## src/hw/gpc_defs.svh

```systemverilog
// Register offsets, field positions, reset values and timing counts
`ifndef GPC_DEFS_SVH
`define GPC_DEFS_SVH
`define GPC_OFS_SOFT_SEL   8'h00
`define GPC_OFS_CTRL_ONE   8'h04
`define GPC_OFS_IRQ_MASK   8'h08
`define GPC_OFS_IRQ_STAT   8'h0c
`define GPC_OFS_SOFT_HI    8'h10
`define GPC_OFS_SOFT_LO    8'h14
`define GPC_OFS_AUTO_CH    8'h18
`define GPC_OFS_AUTO_CTRL  8'h1c
`define GPC_OFS_LIM_HI_A   8'h20
`define GPC_OFS_LIM_LO_A   8'h24
`define GPC_OFS_RES_HI_A   8'h30
`define GPC_OFS_RES_LO_A   8'h34
`define GPC_OFS_RATE       8'h40
`define GPC_OFS_SWITCH_OFF_DELAY  8'h44
`define GPC_SLOT_STRIDE    8'h08
`define GPC_SOFT_START_BIT 4
`define GPC_SOFT_EN_BIT    7
`define GPC_FORCE_BIT      0
`define GPC_CUR_LSB        1
`define GPC_POL_BIT        7
`define GPC_SD_LSB         2
`define GPC_IRQ_SOFT       0
`define GPC_IRQ_SLOT_LSB   1
`define GPC_MASK_RST       3'h7
`define GPC_RATE_RST       8'h0f
`define GPC_DLY_RST        16'h0010
`define GPC_RESP_OKAY      2'b00
`define GPC_RESP_SLVERR    2'b10
`define GPC_CLK_MHZ        100
`define GPC_SETTLE_NS      1000
`define GPC_SETTLE_CYC     ((`GPC_SETTLE_NS * `GPC_CLK_MHZ + 999) / 1000)
`define GPC_TICK_US        1000
`define GPC_TICK_CYC       (`GPC_TICK_US * `GPC_CLK_MHZ)
`endif

```

## src/hw/gpc_pkg.sv

```systemverilog
// Types shared by the conversion control modules
package gpc_pkg;
  typedef logic [11:0] gpc_code_t;
  typedef enum logic [1:0] {st_idle, st_settle, st_start, st_wait} gpc_state_t;
  typedef enum logic [1:0] {src_soft, src_a, src_b} gpc_src_t;
endpackage

```

## src/hw/gpc_conversion_control.sv

```systemverilog
// General-purpose ADC conversion control with AXI4-Lite registers
// Functional notes
// Soft conversion needs mode, channel, start bit
// Channel 0 gets programmed current source
// Converter powered on demand, or forced on
// Soft done interrupt gated by its mask
// Soft done sets flag, updates result
// Limit uses same 12-bit code as result
// Each slot repeats conversions at programmed rate
// Polarity picks above or below limit
// Slot shutdown enable requests switch-off too
// Each slot interrupt has its own mask
// Slot limit crossing sets its status flag
// Slot latest result in high/low registers
// Switch off after delay unless flag cleared
// Second slot mirrors the first
// Result 12 bits, high nibble plus low byte
// Flags sticky; clearing cancels pending shutdown
//
// The implementer's own choices: the AXI4-Lite interface to the registers and the register offsets.
`timescale 1ns/100ps
`include "gpc_defs.svh"
module gpc_conversion_control
  import gpc_pkg::*;
#(
  parameter int TICK_CYC   = `GPC_TICK_CYC,
  parameter int SETTLE_CYC = `GPC_SETTLE_CYC
) (
  input  wire logic        mclk,
  input  wire logic        reset,
  input  wire logic [7:0]  s_axi_awaddr,
  input  wire logic        s_axi_awvalid,
  output logic             s_axi_awready,
  input  wire logic [31:0] s_axi_wdata,
  input  wire logic [3:0]  s_axi_wstrb,
  input  wire logic        s_axi_wvalid,
  output logic             s_axi_wready,
  output logic [1:0]       s_axi_bresp,
  output logic             s_axi_bvalid,
  input  wire logic        s_axi_bready,
  input  wire logic [7:0]  s_axi_araddr,
  input  wire logic        s_axi_arvalid,
  output logic             s_axi_arready,
  output logic [31:0]      s_axi_rdata,
  output logic [1:0]       s_axi_rresp,
  output logic             s_axi_rvalid,
  input  wire logic        s_axi_rready,
  input  wire logic        adc_done,
  input  wire gpc_code_t   adc_data,
  output logic             adc_power_on,
  output logic             adc_start,
  output logic [3:0]       adc_channel,
  output logic [1:0]       adc_current_sel,
  output logic             irq,
  output logic             shutdown_req
);
  localparam int TICK_W = $clog2(TICK_CYC + 1);
  localparam int SET_W  = $clog2(SETTLE_CYC + 1);

  // Register state
  logic [3:0]       soft_channel_select;
  logic             soft_mode_enable;
  logic             soft_pend_r;
  logic             adc_force_on;
  logic [1:0]       cur_src_r;
  logic [2:0]       mask_r;
  logic [2:0]       status_r;
  gpc_code_t        soft_res_r;
  logic [1:0][3:0]  slot_ch_r;
  logic [1:0]       slot_en_r;
  logic [1:0]       slot_sd_r;
  logic [1:0][7:0]  rate_r;
  logic [1:0][11:0] lim_r;
  logic [1:0]       pol_r;
  logic [15:0]      switch_off_delay;

  // Bus and engine state
  logic [7:0]       aw_addr_r;
  logic [15:0]      wdata_r;
  logic [1:0]       wstrb_r;
  logic             do_write;
  logic [31:0]      rd_val;
  logic             rd_ok;
  logic             wr_ok;
  gpc_state_t       state_r;
  gpc_src_t         src_r;
  logic [SET_W-1:0] settle_cnt_r;
  logic [TICK_W-1:0] tick_cnt_r;
  logic             tick;
  logic             done_s1, done_s2, done_s3;
  gpc_code_t        data_s1, data_s2;
  logic             conv_done;
  logic             pick_soft, pick_a, pick_b;
  logic [3:0]       pick_ch;
  logic [1:0]       slot_req, slot_hit, slot_fire, slot_gnt, slot_done;
  gpc_code_t        slot_res [2];
  logic [2:0]       stat_clr;
  logic [2:0]       stat_set;

  // Byte-lane merge for registers up to 16 bits wide
  function automatic logic [15:0] gpc_merge(input logic [15:0] old_v,
                                            input logic [15:0] new_v,
                                            input logic [1:0]  strb);
    gpc_merge = {strb[1] ? new_v[15:8] : old_v[15:8],
                 strb[0] ? new_v[7:0]  : old_v[7:0]};
  endfunction

  // Offset of a per-slot register
  function automatic logic [7:0] gpc_slot_ofs(input logic [7:0] base, input int s);
    gpc_slot_ofs = 8'(base + s * `GPC_SLOT_STRIDE);
  endfunction

  function automatic logic wr_hit(input logic [7:0] ofs);
    wr_hit = do_write && (aw_addr_r == ofs);
  endfunction

  // AXI write: address and data taken in either order, response after both
  assign do_write = !s_axi_awready && !s_axi_wready && !s_axi_bvalid;
  always_ff @(posedge mclk) begin
    if (reset) begin
      s_axi_awready <= 1'b1;
      s_axi_wready  <= 1'b1;
      s_axi_bvalid  <= 1'b0;
      s_axi_bresp   <= `GPC_RESP_OKAY;
      aw_addr_r     <= '0;
      wdata_r       <= '0;
      wstrb_r       <= '0;
    end else begin
      if (s_axi_awvalid && s_axi_awready) begin
        aw_addr_r     <= s_axi_awaddr;
        s_axi_awready <= 1'b0;
      end
      if (s_axi_wvalid && s_axi_wready) begin
        wdata_r      <= s_axi_wdata[15:0];
        wstrb_r      <= s_axi_wstrb[1:0];
        s_axi_wready <= 1'b0;
      end
      if (do_write) begin
        s_axi_bvalid <= 1'b1;
        s_axi_bresp  <= wr_ok ? `GPC_RESP_OKAY : `GPC_RESP_SLVERR;
      end
      if (s_axi_bvalid && s_axi_bready) begin
        s_axi_bvalid  <= 1'b0;
        s_axi_awready <= 1'b1;
        s_axi_wready  <= 1'b1;
      end
    end
  end

  // Writable offsets; anything else answers with an error
  always_comb begin
    wr_ok = 1'b0;
    case (aw_addr_r)
      `GPC_OFS_SOFT_SEL, `GPC_OFS_CTRL_ONE, `GPC_OFS_IRQ_MASK, `GPC_OFS_IRQ_STAT,
      `GPC_OFS_AUTO_CH, `GPC_OFS_AUTO_CTRL, `GPC_OFS_RATE, `GPC_OFS_SWITCH_OFF_DELAY:
        wr_ok = 1'b1;
      default: wr_ok = 1'b0;
    endcase
    for (int s = 0; s < 2; s++) begin
      if (aw_addr_r == gpc_slot_ofs(`GPC_OFS_LIM_HI_A, s) ||
          aw_addr_r == gpc_slot_ofs(`GPC_OFS_LIM_LO_A, s))
        wr_ok = 1'b1;
    end
  end

  // AXI read: one access at a time, result registers are read only
  always_ff @(posedge mclk) begin
    if (reset) begin
      s_axi_arready <= 1'b1;
      s_axi_rvalid  <= 1'b0;
      s_axi_rdata   <= '0;
      s_axi_rresp   <= `GPC_RESP_OKAY;
    end else if (s_axi_arvalid && s_axi_arready) begin
      s_axi_arready <= 1'b0;
      s_axi_rvalid  <= 1'b1;
      s_axi_rdata   <= rd_val;
      s_axi_rresp   <= rd_ok ? `GPC_RESP_OKAY : `GPC_RESP_SLVERR;
    end else if (s_axi_rvalid && s_axi_rready) begin
      s_axi_rvalid  <= 1'b0;
      s_axi_arready <= 1'b1;
    end
  end

  // Read mux; result split is high nibble and low byte
  always_comb begin
    rd_val = '0;
    rd_ok  = 1'b1;
    case (s_axi_araddr)
      `GPC_OFS_SOFT_SEL:  rd_val = {24'h0, soft_mode_enable, 2'h0, soft_pend_r,
                                    soft_channel_select};
      `GPC_OFS_CTRL_ONE:  rd_val = {29'h0, cur_src_r, adc_force_on};
      `GPC_OFS_IRQ_MASK:  rd_val = {29'h0, mask_r};
      `GPC_OFS_IRQ_STAT:  rd_val = {29'h0, status_r};
      `GPC_OFS_SOFT_HI:   rd_val = {28'h0, soft_res_r[11:8]};
      `GPC_OFS_SOFT_LO:   rd_val = {24'h0, soft_res_r[7:0]};
      `GPC_OFS_AUTO_CH:   rd_val = {24'h0, slot_ch_r[1], slot_ch_r[0]};
      `GPC_OFS_AUTO_CTRL: rd_val = {28'h0, slot_sd_r, slot_en_r};
      `GPC_OFS_RATE:      rd_val = {16'h0, rate_r[1], rate_r[0]};
      `GPC_OFS_SWITCH_OFF_DELAY: rd_val = {16'h0, switch_off_delay};
      default:            rd_ok  = 1'b0;
    endcase
    for (int s = 0; s < 2; s++) begin
      if (s_axi_araddr == gpc_slot_ofs(`GPC_OFS_LIM_HI_A, s)) begin
        rd_val = {24'h0, pol_r[s], 3'h0, lim_r[s][11:8]};
        rd_ok  = 1'b1;
      end
      if (s_axi_araddr == gpc_slot_ofs(`GPC_OFS_LIM_LO_A, s)) begin
        rd_val = {24'h0, lim_r[s][7:0]};
        rd_ok  = 1'b1;
      end
      if (s_axi_araddr == gpc_slot_ofs(`GPC_OFS_RES_HI_A, s)) begin
        rd_val = {28'h0, slot_res[s][11:8]};
        rd_ok  = 1'b1;
      end
      if (s_axi_araddr == gpc_slot_ofs(`GPC_OFS_RES_LO_A, s)) begin
        rd_val = {24'h0, slot_res[s][7:0]};
        rd_ok  = 1'b1;
      end
    end
  end

  // Soft select; start only taken when the same write also sets the mode enable bit
  always_ff @(posedge mclk) begin
    if (reset) begin
      soft_mode_enable    <= 1'b0;
      soft_channel_select <= '0;
      soft_pend_r         <= 1'b0;
    end else begin
      if (pick_soft)
        soft_pend_r <= 1'b0;
      if (wr_hit(`GPC_OFS_SOFT_SEL) && wstrb_r[0]) begin
        soft_mode_enable    <= wdata_r[`GPC_SOFT_EN_BIT];
        soft_channel_select <= wdata_r[3:0];
        if (wdata_r[`GPC_SOFT_START_BIT] && wdata_r[`GPC_SOFT_EN_BIT])
          soft_pend_r <= 1'b1;
      end
    end
  end

  // Converter control, masks, auto configuration and delay
  always_ff @(posedge mclk) begin
    if (reset) begin
      adc_force_on     <= 1'b0;
      cur_src_r        <= '0;
      mask_r           <= `GPC_MASK_RST;
      slot_ch_r        <= '0;
      slot_en_r        <= '0;
      slot_sd_r        <= '0;
      rate_r           <= {2{`GPC_RATE_RST}};
      switch_off_delay <= `GPC_DLY_RST;
    end else begin
      if (wr_hit(`GPC_OFS_CTRL_ONE) && wstrb_r[0]) begin
        adc_force_on <= wdata_r[`GPC_FORCE_BIT];
        cur_src_r    <= wdata_r[`GPC_CUR_LSB +: 2];
      end
      if (wr_hit(`GPC_OFS_IRQ_MASK) && wstrb_r[0])
        mask_r <= wdata_r[2:0];
      if (wr_hit(`GPC_OFS_AUTO_CH) && wstrb_r[0])
        slot_ch_r <= wdata_r[7:0];
      if (wr_hit(`GPC_OFS_AUTO_CTRL) && wstrb_r[0]) begin
        slot_en_r <= wdata_r[1:0];
        slot_sd_r <= wdata_r[`GPC_SD_LSB +: 2];
      end
      if (wr_hit(`GPC_OFS_RATE))
        rate_r <= gpc_merge(rate_r, wdata_r, wstrb_r);
      if (wr_hit(`GPC_OFS_SWITCH_OFF_DELAY))
        switch_off_delay <= gpc_merge(switch_off_delay, wdata_r, wstrb_r);
    end
  end

  // Per-slot limits and slot engines, identical for both slots
  for (genvar s = 0; s < 2; s++) begin : g_slot
    localparam logic [7:0] LIM_HI = gpc_slot_ofs(`GPC_OFS_LIM_HI_A, s);
    localparam logic [7:0] LIM_LO = gpc_slot_ofs(`GPC_OFS_LIM_LO_A, s);

    // Limit code shares the 12-bit result scale
    always_ff @(posedge mclk) begin
      if (reset) begin
        lim_r[s] <= '0;
        pol_r[s] <= 1'b0;
      end else begin
        if (wr_hit(LIM_HI) && wstrb_r[0]) begin
          lim_r[s][11:8] <= wdata_r[3:0];
          pol_r[s]       <= wdata_r[`GPC_POL_BIT];
        end
        if (wr_hit(LIM_LO) && wstrb_r[0])
          lim_r[s][7:0] <= wdata_r[7:0];
      end
    end

    gpc_slot u_slot (
      .mclk          (mclk),
      .reset         (reset),
      .tick          (tick),
      .enable        (slot_en_r[s]),
      .rate          (rate_r[s]),
      .limit         (lim_r[s]),
      .polarity      (pol_r[s]),
      .shutdown_en   (slot_sd_r[s]),
      .delay         (switch_off_delay),
      .granted       (slot_gnt[s]),
      .done          (slot_done[s]),
      .result_in     (data_s2),
      .flag_clear    (stat_clr[`GPC_IRQ_SLOT_LSB + s]),
      .req           (slot_req[s]),
      .hit           (slot_hit[s]),
      .result        (slot_res[s]),
      .shutdown_fire (slot_fire[s])
    );
  end

  // Slow time base for rates and shutdown delay
  assign tick = (tick_cnt_r == TICK_W'(TICK_CYC - 1));
  always_ff @(posedge mclk) begin
    if (reset || tick)
      tick_cnt_r <= '0;
    else
      tick_cnt_r <= tick_cnt_r + 1'b1;
  end

  // End-of-conversion and data come from the analog side: three flops on done, two on data
  always_ff @(posedge mclk) begin
    if (reset) begin
      done_s1 <= 1'b0;
      done_s2 <= 1'b0;
      done_s3 <= 1'b0;
      data_s1 <= '0;
      data_s2 <= '0;
    end else begin
      done_s1 <= adc_done;
      done_s2 <= done_s1;
      done_s3 <= done_s2;
      data_s1 <= adc_data;
      data_s2 <= data_s1;
    end
  end
  assign conv_done = (state_r == st_wait) && done_s2 && !done_s3;

  // Arbitration: software first, then slot a, then slot b
  assign pick_soft = (state_r == st_idle) && soft_pend_r;
  assign pick_a    = (state_r == st_idle) && !soft_pend_r && slot_req[0];
  assign pick_b    = (state_r == st_idle) && !soft_pend_r && !slot_req[0] && slot_req[1];
  assign pick_ch   = pick_soft ? soft_channel_select : (pick_a ? slot_ch_r[0] : slot_ch_r[1]);
  assign slot_gnt  = {pick_b, pick_a};
  assign slot_done = {conv_done && src_r == src_b, conv_done && src_r == src_a};

  // Conversion sequencer; settling skipped while power is still up
  always_ff @(posedge mclk) begin
    if (reset) begin
      state_r         <= st_idle;
      src_r           <= src_soft;
      settle_cnt_r    <= '0;
      adc_start       <= 1'b0;
      adc_channel     <= '0;
      adc_current_sel <= '0;
    end else begin
      adc_start <= 1'b0;
      case (state_r)
        st_idle: begin
          if (pick_soft || pick_a || pick_b) begin
            src_r           <= pick_soft ? src_soft : (pick_a ? src_a : src_b);
            adc_channel     <= pick_ch;
            adc_current_sel <= (pick_ch == 4'h0) ? cur_src_r : 2'h0;
            settle_cnt_r    <= SET_W'(SETTLE_CYC - 1);
            state_r         <= adc_power_on ? st_start : st_settle;
          end
        end
        st_settle: begin
          if (settle_cnt_r == '0)
            state_r <= st_start;
          else
            settle_cnt_r <= settle_cnt_r - 1'b1;
        end
        st_start: begin
          adc_start <= 1'b1;
          state_r   <= st_wait;
        end
        st_wait: begin
          if (conv_done)
            state_r <= st_idle;
        end
        default: state_r <= st_idle;
      endcase
    end
  end

  // Power from pick until idle, or forced; no drop between back-to-back picks
  always_ff @(posedge mclk) begin
    if (reset)
      adc_power_on <= 1'b0;
    else
      adc_power_on <= adc_force_on || (state_r != st_idle) || pick_soft || |slot_gnt;
  end

  // Soft result capture
  always_ff @(posedge mclk) begin
    if (reset)
      soft_res_r <= '0;
    else if (conv_done && src_r == src_soft)
      soft_res_r <= data_s2;
  end

  // Sticky status, write one to clear; a new event wins over the clear
  assign stat_clr = (do_write && aw_addr_r == `GPC_OFS_IRQ_STAT && wstrb_r[0]) ?
                    wdata_r[2:0] : 3'h0;
  assign stat_set = {slot_hit, conv_done && src_r == src_soft};
  always_ff @(posedge mclk) begin
    if (reset)
      status_r <= '0;
    else
      status_r <= (status_r & ~stat_clr) | stat_set;
  end

  // Interrupt and shutdown outputs
  always_ff @(posedge mclk) begin
    if (reset) begin
      irq          <= 1'b0;
      shutdown_req <= 1'b0;
    end else begin
      irq          <= |(status_r & ~mask_r);
      shutdown_req <= |slot_fire;
    end
  end
endmodule // gpc_conversion_control

```

## src/hw/gpc_slot.sv

```systemverilog
// One auto-conversion slot: rate timer, threshold compare, shutdown delay
`timescale 1ns/100ps
module gpc_slot
  import gpc_pkg::*;
#(
  parameter int RATE_W = 8,
  parameter int DLY_W  = 16
) (
  input  wire logic              mclk,
  input  wire logic              reset,
  input  wire logic              tick,
  input  wire logic              enable,
  input  wire logic [RATE_W-1:0] rate,
  input  wire gpc_code_t         limit,
  input  wire logic              polarity,
  input  wire logic              shutdown_en,
  input  wire logic [DLY_W-1:0]  delay,
  input  wire logic              granted,
  input  wire logic              done,
  input  wire gpc_code_t         result_in,
  input  wire logic              flag_clear,
  output logic                   req,
  output logic                   hit,
  output gpc_code_t              result,
  output logic                   shutdown_fire
);
  logic [RATE_W-1:0] rate_cnt_r;
  logic [DLY_W-1:0]  dly_cnt_r;
  logic              pend_r;
  logic              beyond;

  // Interval timer; a grant clears the request unless a new one lands
  always_ff @(posedge mclk) begin
    if (reset || !enable) begin
      rate_cnt_r <= '0;
      req        <= 1'b0;
    end else begin
      if (granted)
        req <= 1'b0;
      if (tick) begin
        if (rate_cnt_r == rate) begin
          rate_cnt_r <= '0;
          req        <= 1'b1;
        end else begin
          rate_cnt_r <= rate_cnt_r + 1'b1;
        end
      end
    end
  end

  // Polarity high means fire when below the limit
  assign beyond = polarity ? (result_in < limit) : (result_in > limit);

  // Latest result and threshold event
  always_ff @(posedge mclk) begin
    if (reset) begin
      result <= '0;
      hit    <= 1'b0;
    end else begin
      hit <= done && enable && beyond;
      if (done)
        result <= result_in;
    end
  end

  // Shutdown delay; a new event wins over a clear in the same cycle
  always_ff @(posedge mclk) begin
    if (reset) begin
      pend_r        <= 1'b0;
      dly_cnt_r     <= '0;
      shutdown_fire <= 1'b0;
    end else if (hit && shutdown_en) begin
      pend_r    <= 1'b1;
      dly_cnt_r <= delay;
    end else if (flag_clear) begin
      pend_r <= 1'b0;
    end else if (pend_r && tick) begin
      if (dly_cnt_r == '0) begin
        shutdown_fire <= 1'b1;
        pend_r        <= 1'b0;
      end else begin
        dly_cnt_r <= dly_cnt_r - 1'b1;
      end
    end
  end
endmodule // gpc_slot

```

## config.mk

```make
export PLATFORM = sky130hd
export DESIGN_NAME = gpc_conversion_control
export DESIGN_NICKNAME = d
export VERILOG_FILES = /design/src/hw/gpc_pkg.sv /design/src/hw/gpc_conversion_control.sv /design/src/hw/gpc_slot.sv
export VERILOG_INCLUDE_DIRS = /design/src /design/src/hw
export SDC_FILE = /design/constraint.sdc
export NUM_CORES = 1
export LEC_CHECK = 0
export BUFFER_PORTS_ARGS = -buffer_cell sky130_fd_sc_hd__buf_2
export CAP_MARGIN = 20
export CORE_MARGIN = 1
export CORE_UTILIZATION = 62
export CTS_BUF_LIST = sky130_fd_sc_hd__clkbuf_8
export CTS_CLUSTER_SIZE = 10
export DETAILED_ROUTE_END_ITERATION = 10
export GPL_TIMING_DRIVEN = 0
export PLACE_DENSITY = 0.85
export SLEW_MARGIN = 10
export SYNTH_ARGS = -nofsm -noshare
export SYNTH_HDL_FRONTEND = slang
export SYNTH_HIERARCHICAL = 1
export SYNTH_SLANG_ARGS = --single-unit
```

## constraint.sdc

```tcl
create_clock -name mclk -period 2.91 [get_ports mclk]
set_input_delay 0.1455 -clock mclk [delete_from_list [all_inputs] [get_ports mclk]]
set_output_delay 0.1455 -clock mclk [all_outputs]
set_load 0.02 [all_outputs]
```

==> results.md <==
* Total congestion overflow at 0
* Multiplexer share of the synthesized area at 0.06259
* DR iter-0 viols at 1785
* Crit-path cells: ha_1 -> nand3b_1 -> nor3b_1 -> clkbuf_1 -> clkbuf_1 -> nand3_1 -> o31ai_1
* CP peak stage delay at 0.59 ns
* Pint at 0.006353 W
* Drt wl/cell at 21.41 um
* Syn Inst Count at 1660
* Flop pwr share at 0.479
* Die ar. at 23600 um2
* FFs w/ async S/R, synth at 0
* Compound-gate portion of the synthesized area at 0.1366
* Hold/Removal Path Class: in2reg
* P_leak at 6.478 nW
* Core ar. at 22570 um2
* Endpoints failing setup at 0
* Synth-to-layout area growth at 15.92%
* CP Data Required Time at 3.30 ns
* Max IR drop VDD at 572.9 uV
* CP bufs+invs at 2
* Cell Area, Synth at between 10000 and 15000 um2
* Most common cell type on the critical path: clkbuf_1
* Clock skew at 0.02756 ns
* Fin crit share at 0.9676
* Filler instances at 1616
* NetSw at 0.002394 W
* Final GP Congestion at 1.004
* Crit path max-delay cell type: clkbuf_1
* Fmax at about 360 MHz
* Initial antenna violation count at 0
* Hold_ws at 0.04714 ns
* Port bufs at 81
* H-tree Lvls at 2
* Worst-skew pair later-pin latency at 0.58 ns
* R2R setup slack at 0.09 ns
* Yosys cell types at 96
* Nets at 1962
* Clock root buffer: clkbuf_8
* DP Wirelength at 32790 um
* Number of CTS-inserted buffers at 46
* DR vias at ~14k
* Antenna-violating nets left at 0
* #FFs+latches synth at 291
* Largest family of logic cells by synthesized area: simple AND/OR/NAND/NOR gates
* Worst-Margin Slew at 1.091 ns
* Seq/Total Area, Yosys at 0.4087
* Vias/cell at 6.276
* CTS tree: done
* Most common cell after layout, fill and taps aside: dfxtp_1
* Combinational Power Share at 0.115
* DRT Wirelength at 46480 um
* Max-slew violation count at 0
* Die Width at ~150 um
* Crit path time final at between 2 and 3 ns
* Vias in the first global route at 13.07k
* Initial DRT Pass Iterations at 9
* Most frequent cells in the layout: dfxtp_1, nand2_1, nor2_1
* PD cells at 529.3 nW/um2
* First-pass GRT wire length at 71760 um
* Delay-heaviest family, CP: buffers and inverters
* Largest net degree at the start of global routing at 13
* Clock Tree Buf Depth at 3
* Chip height at ~150 um
* Final hold violations at 0
* Synth warnings at 6
* Row cnt at 55
* Final routed DRC violation total at 0
* Average size of a mapped cell at 8.587 um2
* Placed insts at 2043
* Crit path arrival time at 3.21 ns
* Simple-gate share of the synthesized area at 0.2561
* Setup crit end kind: flop
* N_diodes at 0
* CP Launch Type: flop
* Clock sinks at between 200 and 300
* Status: finished clean
* Gr usage total at 0.3904
* CP max FO at 10
* Layout Cells excl Fill at 2171
* Sw Share at 0.2737
* Synth Area in XOR/XNOR at 0.04301
* I/O Pins at 123
* Adder-cell share of the synthesized area at 0.03336
* Top FF cell, synth: dfxtp_1
* Clk pwr share at 0.406
* Layout cells sized above 1 at 0.1479
* Post-synth EDFFs at 0
* Worst-path clk slew at about 0.070 ns
* Max-cap violations at 0
* Initial Util at 0.6315
* Crit path kind: reg2reg
* Slew headroom at 0.2710
* Unrepaired setup endpoints after global routing: no
-- power by group through the flow --
stage	combinational, W	sequential [W]	clock (W)
6_report	0.00100	0.00419	0.00355
3_3_place_gp	0.000883	0.00426	0
4_1_cts	0.000974	0.00418	0.00354
5_1_grt	0.00108	0.00420	0.00376
3_5_place_dp	0.000914	0.00427	0
2_1_floorplan	0.000631	0.00426	0
-- what timing repair did --
item | 4_1_cts | 5_1_grt
setup endpoints to repair | 32 | 12
hold endpoints to repair | 44 | 0
resized for setup | 6 | 5
gates cloned | 0 | 0
pin swaps | 1 | 3
hold buffers | 45 | 0
buffers inserted | 0 | 2
-- Yosys cell counts, drive strengths merged (9+ instances only) --
library cell | instances | area [um2]
dfxtp | 291 | 5826
nor2 | 188 | 713.2
nand2 | 186 | 700.7
a21oi | 128 | 644.4
nand3 | 95 | 488.0
mux2i | 79 | 790.8
inv | 62 | 232.7
buf | 58 | 379.1
clkbuf | 55 | 216.5
o21ai | 48 | 240.2
nor2b | 43 | 271.5
xnor2 | 43 | 376.6
ha | 38 | 475.5
a211oi | 33 | 267.8
nor3 | 33 | 196.4
xor2 | 27 | 236.5
nand4 | 20 | 143.9
nor4 | 20 | 173.9
nor4b | 18 | 270.3
a22oi | 12 | 90.09
nand3b | 11 | 95.09
and3 | 10 | 62.56
mux2 | 9 | 101.4
nand2b | 9 | 58.81
nor3b | 9 | 78.83
or4 | 9 | 75.07
-- registers in the layout, indices dropped and copies added (netlist names), 3 cells and up --
register / cells
slot_ch_r: 8
adc_channel: 4
mask_r: 3
switch_off_delay: 16
data_s2: 12
s_axi_rdata: 16
g_slot.u_slot/rate_cnt_r: 16
data_s1: 12
soft_res_r: 12
status_r: 3
lim_r: 24
g_slot.u_slot/result: 24
settle_cnt_r: 7
wdata_r: 16
tick_cnt_r: 17
aw_addr_r: 8
g_slot.u_slot/dly_cnt_r: 32
soft_channel_select: 4
rate_r: 16
-- final timing paths --
check                                             to  cells after the start          start
worst min register to register            data_s2[7]                      1     data_s1[7]
worst max-delay path            g_slot[1].u_slot/hit                      7     state_r[0]
worst min-delay path                    aw_addr_r[4]                      3  s_axi_awvalid
worst max register to register  g_slot[1].u_slot/hit                      7     state_r[0]
-- metrics by stage --
step	total power, W	utilization	setup WS, ns	TNS [ns]	instance area, um2
5_1_grt	0.009033	0.7320	0.01670	0	16520
3_3_place_gp	0.005146	0.6681	-0.1388	-0.5961	15080
6_report	0.008747	0.7320	0.09425	0	16520
3_5_place_dp	0.005183	0.6681	-0.2712	-4.059	15080
4_1_cts	0.008701	0.7305	0.02052	0	16490
2_1_floorplan	0.004892	-	0.3455	0	14320
-- final cells by class --
type,count,area [um2],area share
flip-flops and latches,291,5827,0.3526
multi-input cells,1209,7672,0.4643
inverters,62,232.7,0.01408
clock buffers,61,839.6,0.05081
well taps,285,356.6,0.02158
plain buffers,114,616.8,0.03733
clock inverters,21,107.6,0.006512
repair buffers,128,870.8,0.05270
-- worst reg2reg max path, stage by stage (launching register included) --
cell and delay [ns]:
dfxtp_1 0.37, ha_1 0.20, nand3b_1 0.21, nor3b_1 0.25, clkbuf_1 0.36, clkbuf_1 0.60
nand3_1 0.15, o31ai_1 0.50
-- routing by layer --
layer	vias up	part of all wire	wire length, um	GRT usage
met2	888	0.44	20510	0.6128
met5	-	0	0	0
met3	176	0.12	5529	0.08089
met1	6372	0.39	18350	0.5186
li1	6190	-	-	-
met4	0	0.045	2092	0.1733
-- kinds of logic after synthesis --
family	after synthesis
AO/OA/AOI/OAI	304
XOR/XNOR	70
adder cells (fa/ha/maj)	38
buffers and inverters	177
flip-flops	291
multiplexers	88
other	1
AND/OR/NAND/NOR	691
No activity file was read; power rests on OpenSTA's default activity.
